$ cat config.mk
export PLATFORM = sky130hd
export DESIGN_NAME = bsc_ctrl
export DESIGN_NICKNAME = d
export VERILOG_FILES = /design/src/bsc_pkg.sv /design/src/bsc_skid_buf.sv /design/src/bsc_ctrl.sv
export SDC_FILE = /design/constraint.sdc
export NUM_CORES = 1
export LEC_CHECK = 0
export BUFFER_PORTS_ARGS = -buffer_cell sky130_fd_sc_hd__clkbuf_2
export CORE_AREA = 2 2 101 103
export CTS_CLUSTER_DIAMETER = 80
export DETAILED_ROUTE_END_ITERATION = 8
export DIE_AREA = 0 0 103 105
export GPL_ROUTABILITY_DRIVEN = 0
export PLACE_DENSITY = 0.73
export REMOVE_ABC_BUFFERS = 1
export SLEW_MARGIN = 10
export SYNTH_ARGS = -nofsm -noshare
export SYNTH_HDL_FRONTEND = slang
export SYNTH_SLANG_ARGS = --single-unit
$ cat constraint.sdc
create_clock -name i_clk -period 1.6 [get_ports i_clk]
set_input_delay 0.08 -clock i_clk [delete_from_list [all_inputs] [get_ports i_clk]]
set_output_delay 0.08 -clock i_clk [all_outputs]
set_load 0.05 [all_outputs]
$ cat src/bsc_pkg.sv
// Shared constants and types for the burst static RAM controller
package bsc_pkg;
  // ----------------------------------------------------------------
  // Widths and field positions
  // ----------------------------------------------------------------
  localparam int ADDR_W = 32;
  localparam int DATA_W = 32;
  localparam int CNT_W = 16;
  localparam int CNT_LSB = 2;
  localparam int DEC_HI = 31;
  localparam int DEC_LO = 29;
  localparam logic [2:0] DEC_MATCH = 3'h0;
  localparam int BUF_DEPTH = 2;
  // ----------------------------------------------------------------
  // Values after reset
  // ----------------------------------------------------------------
  localparam logic [CNT_W-1:0] CNT_RST = 16'h0000;
  localparam logic [DATA_W-1:0] DATA_RST = 32'h0000_0000;
  // ----------------------------------------------------------------
  // Control state machine, one-hot
  // ----------------------------------------------------------------
  typedef enum logic [2:0] {
    BSC_IDLE = 3'h1,
    BSC_INSTR_ACCESS_STATE = 3'h2,
    BSC_DACCESS = 3'h4
  } bsc_state_t;
endpackage

$ cat src/bsc_skid_buf.sv
// Two-entry buffer for read data on its way to the processor bus
`timescale 1ns/10ps
`default_nettype none
module bsc_skid_buf #(
  parameter int WIDTH = bsc_pkg::DATA_W,
  parameter int DEPTH = bsc_pkg::BUF_DEPTH
) (
  input wire logic i_clk,
  input wire logic i_rst_b,
  input wire logic [WIDTH-1:0] i_data,
  input wire logic i_valid,
  output logic o_ready,
  output logic [WIDTH-1:0] o_data,
  output logic o_valid,
  input wire logic i_ready
);
  // Entry 0 drives the output, entry 1 catches a word during a stall
  logic [WIDTH-1:0] mem [DEPTH];
  logic [DEPTH-1:0] full;
  logic [WIDTH-1:0] next_mem [DEPTH];
  logic [DEPTH-1:0] next_full;
  logic take_in;
  logic give_out;
  logic room;

  // ----------------------------------------------------------------
  // Next values
  // ----------------------------------------------------------------
  always_comb begin
    take_in = i_valid && !full[DEPTH-1];
    give_out = full[0] && i_ready;
    next_mem = mem;
    next_full = full;
    if (give_out) begin
      // Shift the parked word forward so nothing is lost on a stall
      next_mem[0] = mem[1];
      next_full[0] = full[1];
      next_full[1] = 1'b0;
    end
    if (take_in) begin
      if (!next_full[0]) begin
        next_mem[0] = i_data;
        next_full[0] = 1'b1;
      end else begin
        next_mem[1] = i_data;
        next_full[1] = 1'b1;
      end
    end
  end

  // Registers only; ready is registered so it sees the drain only a cycle later
  always_ff @(posedge i_clk) begin
    if (!i_rst_b) begin
      full <= '0;
      room <= 1'b1;
      for (int k = 0; k < DEPTH; k++) begin
        mem[k] <= '0;
      end
    end else begin
      full <= next_full;
      room <= !next_full[DEPTH-1];
      mem <= next_mem;
    end
  end

  assign o_data = mem[0];
  assign o_valid = full[0];
  assign o_ready = room;
endmodule
`default_nettype wire

$ cat src/bsc_ctrl.sv
// Burst static RAM controller: decode, state machine, address counter
`timescale 1ns/10ps
`default_nettype none
module bsc_ctrl (
  input wire logic i_clk,
  input wire logic i_rst_b,
  input wire logic i_instr_enable,
  input wire logic i_instr_request,
  input wire logic i_instr_burst_req,
  input wire logic i_data_request,
  input wire logic i_data_burst_req,
  input wire logic i_data_req_type0,
  input wire logic i_data_req_type1,
  input wire logic i_read_not_write,
  input wire logic [bsc_pkg::ADDR_W-1:0] i_addr,
  input wire logic i_bus_invalid,
  input wire logic i_aux_select_pin,
  input wire logic [bsc_pkg::DATA_W-1:0] i_ram_rdata,
  input wire logic i_bus_rready,
  output logic [bsc_pkg::CNT_W-1:0] o_ram_addr,
  output logic o_instr_ready_resp,
  output logic o_data_ready_resp,
  output logic o_data_out_drive,
  output logic o_ram_write_en,
  output logic o_instr_burst_grant,
  output logic o_data_burst_grant,
  output logic o_count_advance,
  output logic o_ram_rready,
  output logic [bsc_pkg::DATA_W-1:0] o_bus_rdata,
  output logic o_bus_rvalid
);
  // ----------------------------------------------------------------
  // Registered state
  // ----------------------------------------------------------------
  bsc_pkg::bsc_state_t state, next_state;
  logic instr_first_cycle, next_instr_first_cycle;
  logic data_first_cycle, next_data_first_cycle;
  logic instr_burst_req_q, data_burst_req_q, bus_invalid_q;
  logic [bsc_pkg::CNT_W-1:0] addr_cnt, next_addr_cnt;
  logic next_instr_ready_resp, next_data_ready_resp, next_doe, next_we, next_cnt_out, next_rd_push;
  logic rd_push;
  // Combinational decode
  logic instr_request, instr_burst_req, instr_mem_match, data_mem_match;
  logic instr_burst_grant, data_burst_grant, iexit, dexit;
  logic counter_load, count_advance, next_ig, next_dg;

  // Address decode is shared by both request paths
  function automatic logic addr_hits(input logic [bsc_pkg::ADDR_W-1:0] a, input logic aux);
    addr_hits = (a[bsc_pkg::DEC_HI:bsc_pkg::DEC_LO] == bsc_pkg::DEC_MATCH) && !aux;
  endfunction

  // ----------------------------------------------------------------
  // Decode, grants, load and count
  // ----------------------------------------------------------------
  always_comb begin
    instr_request = i_instr_request && i_instr_enable;
    instr_burst_req = i_instr_burst_req && i_instr_enable;
    instr_burst_grant = (state == bsc_pkg::BSC_INSTR_ACCESS_STATE);
    data_burst_grant = (state == bsc_pkg::BSC_DACCESS);
    instr_mem_match = instr_request && addr_hits(i_addr, i_aux_select_pin);
    data_mem_match = i_data_request && !i_data_req_type0 && !i_data_req_type1
      && addr_hits(i_addr, i_aux_select_pin);
    iexit = data_mem_match || (instr_request && !instr_mem_match);
    dexit = (instr_mem_match && !data_burst_req_q) || (i_data_request && !data_mem_match);
    // data match wins over an instruction burst
    next_ig = !data_burst_grant && instr_mem_match && !data_mem_match
      || !iexit && instr_burst_grant;
    next_dg = !instr_burst_grant && data_mem_match || !dexit && data_burst_grant;
    // first word one cycle after decode
    // a new grant begins only with a first-cycle flag
    next_instr_first_cycle = !data_burst_grant && instr_mem_match && !data_mem_match
      && !instr_first_cycle;
    next_data_first_cycle = !instr_burst_grant && data_mem_match && !data_first_cycle;
    // load for a new instruction or data access
    counter_load = (instr_request && !data_burst_grant && !instr_first_cycle)
      || (i_data_request && !instr_burst_grant && !data_first_cycle);
    // advance on registered burst request with grant
    count_advance = !bus_invalid_q && (instr_burst_req_q && instr_burst_grant
      || data_burst_req_q && data_burst_grant);
    // counter captures address at end of decode
    if (counter_load) begin
      next_addr_cnt = i_addr[bsc_pkg::CNT_LSB +: bsc_pkg::CNT_W];
    end else if (count_advance) begin
      next_addr_cnt = addr_cnt + 16'h0001;
    end else begin
      next_addr_cnt = addr_cnt;
    end
    if (next_ig) begin
      next_state = bsc_pkg::BSC_INSTR_ACCESS_STATE;
    end else if (next_dg) begin
      next_state = bsc_pkg::BSC_DACCESS;
    end else begin
      next_state = bsc_pkg::BSC_IDLE;
    end
  end

  // ----------------------------------------------------------------
  // Responses, computed from next register values so outputs are flops
  // ----------------------------------------------------------------
  always_comb begin
    // ready in the cycle after decode
    // ready follows the current burst request, not the registered one
    // resumes at once without a new decode
    next_instr_ready_resp = !i_bus_invalid && (next_instr_first_cycle
      || instr_burst_req && instr_burst_grant);
    // no burst request gives only the first-cycle word
    next_data_ready_resp = !i_bus_invalid && (next_data_first_cycle
      || i_data_burst_req && data_burst_grant);
    // drive and write enable mirror data ready
    next_doe = next_data_ready_resp && i_read_not_write;
    // writes use the data sequence with write enable
    next_we = next_data_ready_resp && !i_read_not_write;
    next_cnt_out = !i_bus_invalid && (instr_burst_req && next_ig || i_data_burst_req && next_dg);
    // Capture RAM data into the buffer on each read response
    next_rd_push = next_instr_ready_resp || next_doe;
  end

  // All state registers; synchronous active-low reset
  always_ff @(posedge i_clk) begin
    if (!i_rst_b) begin
      state <= bsc_pkg::BSC_IDLE;
      instr_first_cycle <= 1'b0;
      data_first_cycle <= 1'b0;
      instr_burst_req_q <= 1'b0;
      data_burst_req_q <= 1'b0;
      bus_invalid_q <= 1'b0;
      o_instr_burst_grant <= 1'b0;
      o_data_burst_grant <= 1'b0;
      addr_cnt <= bsc_pkg::CNT_RST;
      o_instr_ready_resp <= 1'b0;
      o_data_ready_resp <= 1'b0;
      o_data_out_drive <= 1'b0;
      o_ram_write_en <= 1'b0;
      o_count_advance <= 1'b0;
      rd_push <= 1'b0;
    end else begin
      state <= next_state;
      instr_first_cycle <= next_instr_first_cycle;
      data_first_cycle <= next_data_first_cycle;
      // burst request sampled at end of access's first cycle
      instr_burst_req_q <= instr_burst_req;
      data_burst_req_q <= i_data_burst_req;
      bus_invalid_q <= i_bus_invalid;
      // Grant pins copy the next state so they leave a flop, not a decode
      o_instr_burst_grant <= (next_state == bsc_pkg::BSC_INSTR_ACCESS_STATE);
      o_data_burst_grant <= (next_state == bsc_pkg::BSC_DACCESS);
      addr_cnt <= next_addr_cnt;
      o_instr_ready_resp <= next_instr_ready_resp;
      o_data_ready_resp <= next_data_ready_resp;
      o_data_out_drive <= next_doe;
      o_ram_write_en <= next_we;
      o_count_advance <= next_cnt_out;
      rd_push <= next_rd_push;
    end
  end

  assign o_ram_addr = addr_cnt;

  // ----------------------------------------------------------------
  // Read data buffer: holds two words for a stalled receiver; pushes while full are dropped
  // ----------------------------------------------------------------
  bsc_skid_buf u_rbuf (
    .i_clk(i_clk),
    .i_rst_b(i_rst_b),
    .i_data(i_ram_rdata),
    .i_valid(rd_push),
    .o_ready(o_ram_rready),
    .o_data(o_bus_rdata),
    .o_valid(o_bus_rvalid),
    .i_ready(i_bus_rready)
  );
endmodule
`default_nettype wire

==> qor.yml <==
logic_synthesis:
  synth_area_per_cell_sq_um: 8.434
  ys.flop_type: "dfxtp_1"
  ys_seq_elements: 98
  async_reset_ff_share_pct: 0
  synth_cell_types: 49
  yosysTopAreaCell: "dfxtp_1"
  ys_seq_area_share_pct: 43.97
  synth_top_area_share_pct: 43.97
  ys_warn_count: 0
  netlist_instances: 529
  syn_area_sq_mm: 0.004462
  yosys-top-cells-area: "dfxtp_1 (44%), nand2_1 (8.9%), nand3_1 (7.5%)"
  synth_edf_count: 0
timing:
  skew_ps: 7.621
  slew-limit-headroom_pct: 71.47
  finalSetupViolCount: 2
  max_clock_freq_mhz: 576.1
  setup_slack_ps: -135.9
  slew_violations: 0
  rsz0062_at_grt: "yes"
  timing.final.crit_period_ps: 1736
  whs_ps: 33.20
  max_slew.worst_pin.slew_ps: 428.0
  finalCritPeriodShare_pct: 108.5
  finalHoldViolations: 0
drt:
  vias: 4300
  drcViolationCount: 0
  viasPerCell: 5.302
  routed_wl_mm: 11.79
  top_layer: "met4"
  post_drt_wl_per_cell_um: 14.54
  dr_wl_met2_mm: 5.782
  ant_nets: 0
  route.met3.wl_um: 729
  drt-initial-drc-count: 116
  dr.pass1.iters: 4
  wl_met1_mm: 5.206
min_path:
  worstHoldStart: "i_addr[2]"
  min_path_cells: 3
  holdPathEnd: "o_ram_addr[0]"
  hp-class: "in2reg"
worst_setup_path:
  critPathSlowestCell: "or4_4"
  crit_chain: "nand4_4 -> or4_4 -> or4_1 -> a31oi_1"
  rr_startpoint: "o_ram_addr[5]"
  rrSetupSlack_ps: -140
  critical_path_class: "reg2reg"
  crit_required_ps: 1870
  worst_r2r_endpoint: "o_ram_addr[15]"
  crit_arrival_ps: 2010
  start_kind: "flop"
  crit_path_end_kind: "flop"
  ff2ff_path_depth: 4
  slowest_delay_ps: 560
  path_max_fanout: 6
global_routing:
  grt_pass1_vias: 4125
  grt_pass1_wl_mm: 18.51
  grt_antenna_before_repair: 0
  grt_max_degree: 48
  grt_usage_pct: 20.93
  grt_overflow_total: 0
clocking:
  cts_tree: "yes"
  cts_buffer_depth: 2
  clk_pin_slew_ps: 90
  htreeDepth: 3
  clkLatencyLatePin_ps: 340
  clkSinkCount: 98
  cts_made_buffers: 9
  cts_root_buf: "clkbuf_8"
floorplanning:
  die_w_um: 103
  die_h_um: 105
  die_area_sq_mm: 0.01082
  core_area_sq_mm: 0.009639
  ioPinCount: 134
  start_util_pct: 46.29
  fp-row-count: 36
cells_and_area:
  nets: 751
  regArea_sq_mm: 0.001972
  finish.utilization_pct: 62.19
  fillers: 829
  diodes: 0
  stdcell_area_sq_mm: 0.005995
  area_growth_pct: 34.35
  drive_gt1_share_pct: 31.56
  multi_input_area_sq_mm: 0.002225
power:
  vdd_ir_drop_max_mv: 0.5078
  p_leak_nw: 2.783
  power.density_mw_per_mm2: 797.8
status:
  outcome: "finished with violations"
  violations: "negative setup slack"
run:
  cap_viol_max_count: 0
placement:
  placed_area_sq_mm: 0.005224
  hpwl_mm: 7.405
  numPortBuffers: 120
  place_ws_ps: -168.5
==> final cells by class <==
cell class	count	area share, %
inverter	6	0.3757
multi-input combinational	357	37.11
clock inverter	3	0.7723
timing repair buffer	201	23.25
clock buffer	13	2.818
tap	133	2.776
sequential	98	32.89
==> placed cells by master, fill, tap and decap left out, types with 4 or more instances in the layout <==
| master | Yosys | final |
|---|---|---|
| clkbuf_2 | 0 | 119 |
| nand3_1 | 67 | 67 |
| clkbuf_8 | 0 | 12 |
| inv_1 | 6 | 6 |
| a21boi_0 | 34 | 34 |
| buf_12 | 0 | 5 |
| nand2_1 | 106 | 103 |
| nand2b_1 | 4 | 4 |
| dfxtp_2 | 0 | 8 |
| o21ai_0 | 26 | 24 |
| a21oi_1 | 5 | 5 |
| buf_4 | 32 | 36 |
| o211a_1 | 33 | 33 |
| and2_1 | 10 | 10 |
| a31oi_1 | 11 | 10 |
| dlygate4sd3_1 | 0 | 38 |
| dfxtp_1 | 98 | 90 |
==> timing repair <==
item	4_1_cts	5_1_grt
gates resized for setup	9	27
hold buffers	38	0
setup buffers	0	2
endpoints found under the hold margin	70	0
setup endpoints to repair	8	24
pin swaps	6	8
cloned	0	1
==> cell families after synthesis <==
kind of cell	synth area share (%)
buffers and inverters	8.918
xor gates and xnor gates	0.7853
and+or+nand+nor	24.65
DFF	43.97
AOI/OAI and AO/OA	21.17
adders and majority gates	0.2804
muxes	0.2243
==> per-layer routing <==
metal	GRT usage, %	vias up
li1	-	2111
met1	25.62	2030
met2	36.41	149
met3	5.686	10
met4	4.229	0
met5	0	-
==> report_power, final <==
group          internal (mW)  total, mW  switching, mW
clock                  0.856       1.67          0.815
combinational          0.254      0.597          0.344
sequential              2.48       2.51         0.0335
==> worst max-delay path, delay by kind of cell, from the launching register on <==
family / cells / cell delay [ps]
DFF: 1 / 360
and+or+nand+nor: 3 / 1160
AOI/OAI and AO/OA: 1 / 150
==> cells in the mapped netlist, drive strengths merged, types with 2 or more instances <==
library cell,n
nand2,106
dfxtp,98
nand3,67
buf,35
a21boi,34
clkbuf,33
o211a,33
o21ai,28
a31oi,11
and2,10
inv,6
or3,6
a21oi,5
or4,5
and3,4
nand2b,4
nor3b,4
nor2,3
nor2b,3
o31ai,3
xnor2,3
a32o,2
and3b,2
nand3b,2
nand4,2
nor3,2
o21a,2
==> metrics by stage <==
stage          total power, mW  cells  TNS, ps
2_1_floorplan            2.793    461   -83880
3_3_place_gp             3.042    754   -455.6
3_5_place_dp             3.052    754    -1084
4_1_cts                  4.797    808   -323.8
5_1_grt                  4.987    811   -481.1
6_report                 4.782    811   -210.1
==> sequential cells by signal (all words and copies together), names as in the netlist, 2 cells and up <==
register / count
u_rbuf.full: 2
u_rbuf.mem: 32
state: 2
u_rbuf.o_data: 32
o_ram_addr: 16
==> worst max-delay path by stage <==
stage | start | end | slack, ps | depth (start not counted)
finish | o_ram_addr[5] | o_ram_addr[15] | -140 | 4
global route | o_ram_addr[5] | o_ram_addr[15] | -200 | 4
CTS | o_ram_addr[5] | o_ram_addr[15] | -140 | 4
detailed placement | o_ram_addr[3] | o_ram_addr[15] | -170 | 4
global placement | o_ram_addr[5] | o_ram_addr[15] | -150 | 4
floorplan | u_rbuf.full[0] | u_rbuf.o_data[0] | -1190 | 4
No activity file was read; power rests on OpenSTA's default activity.
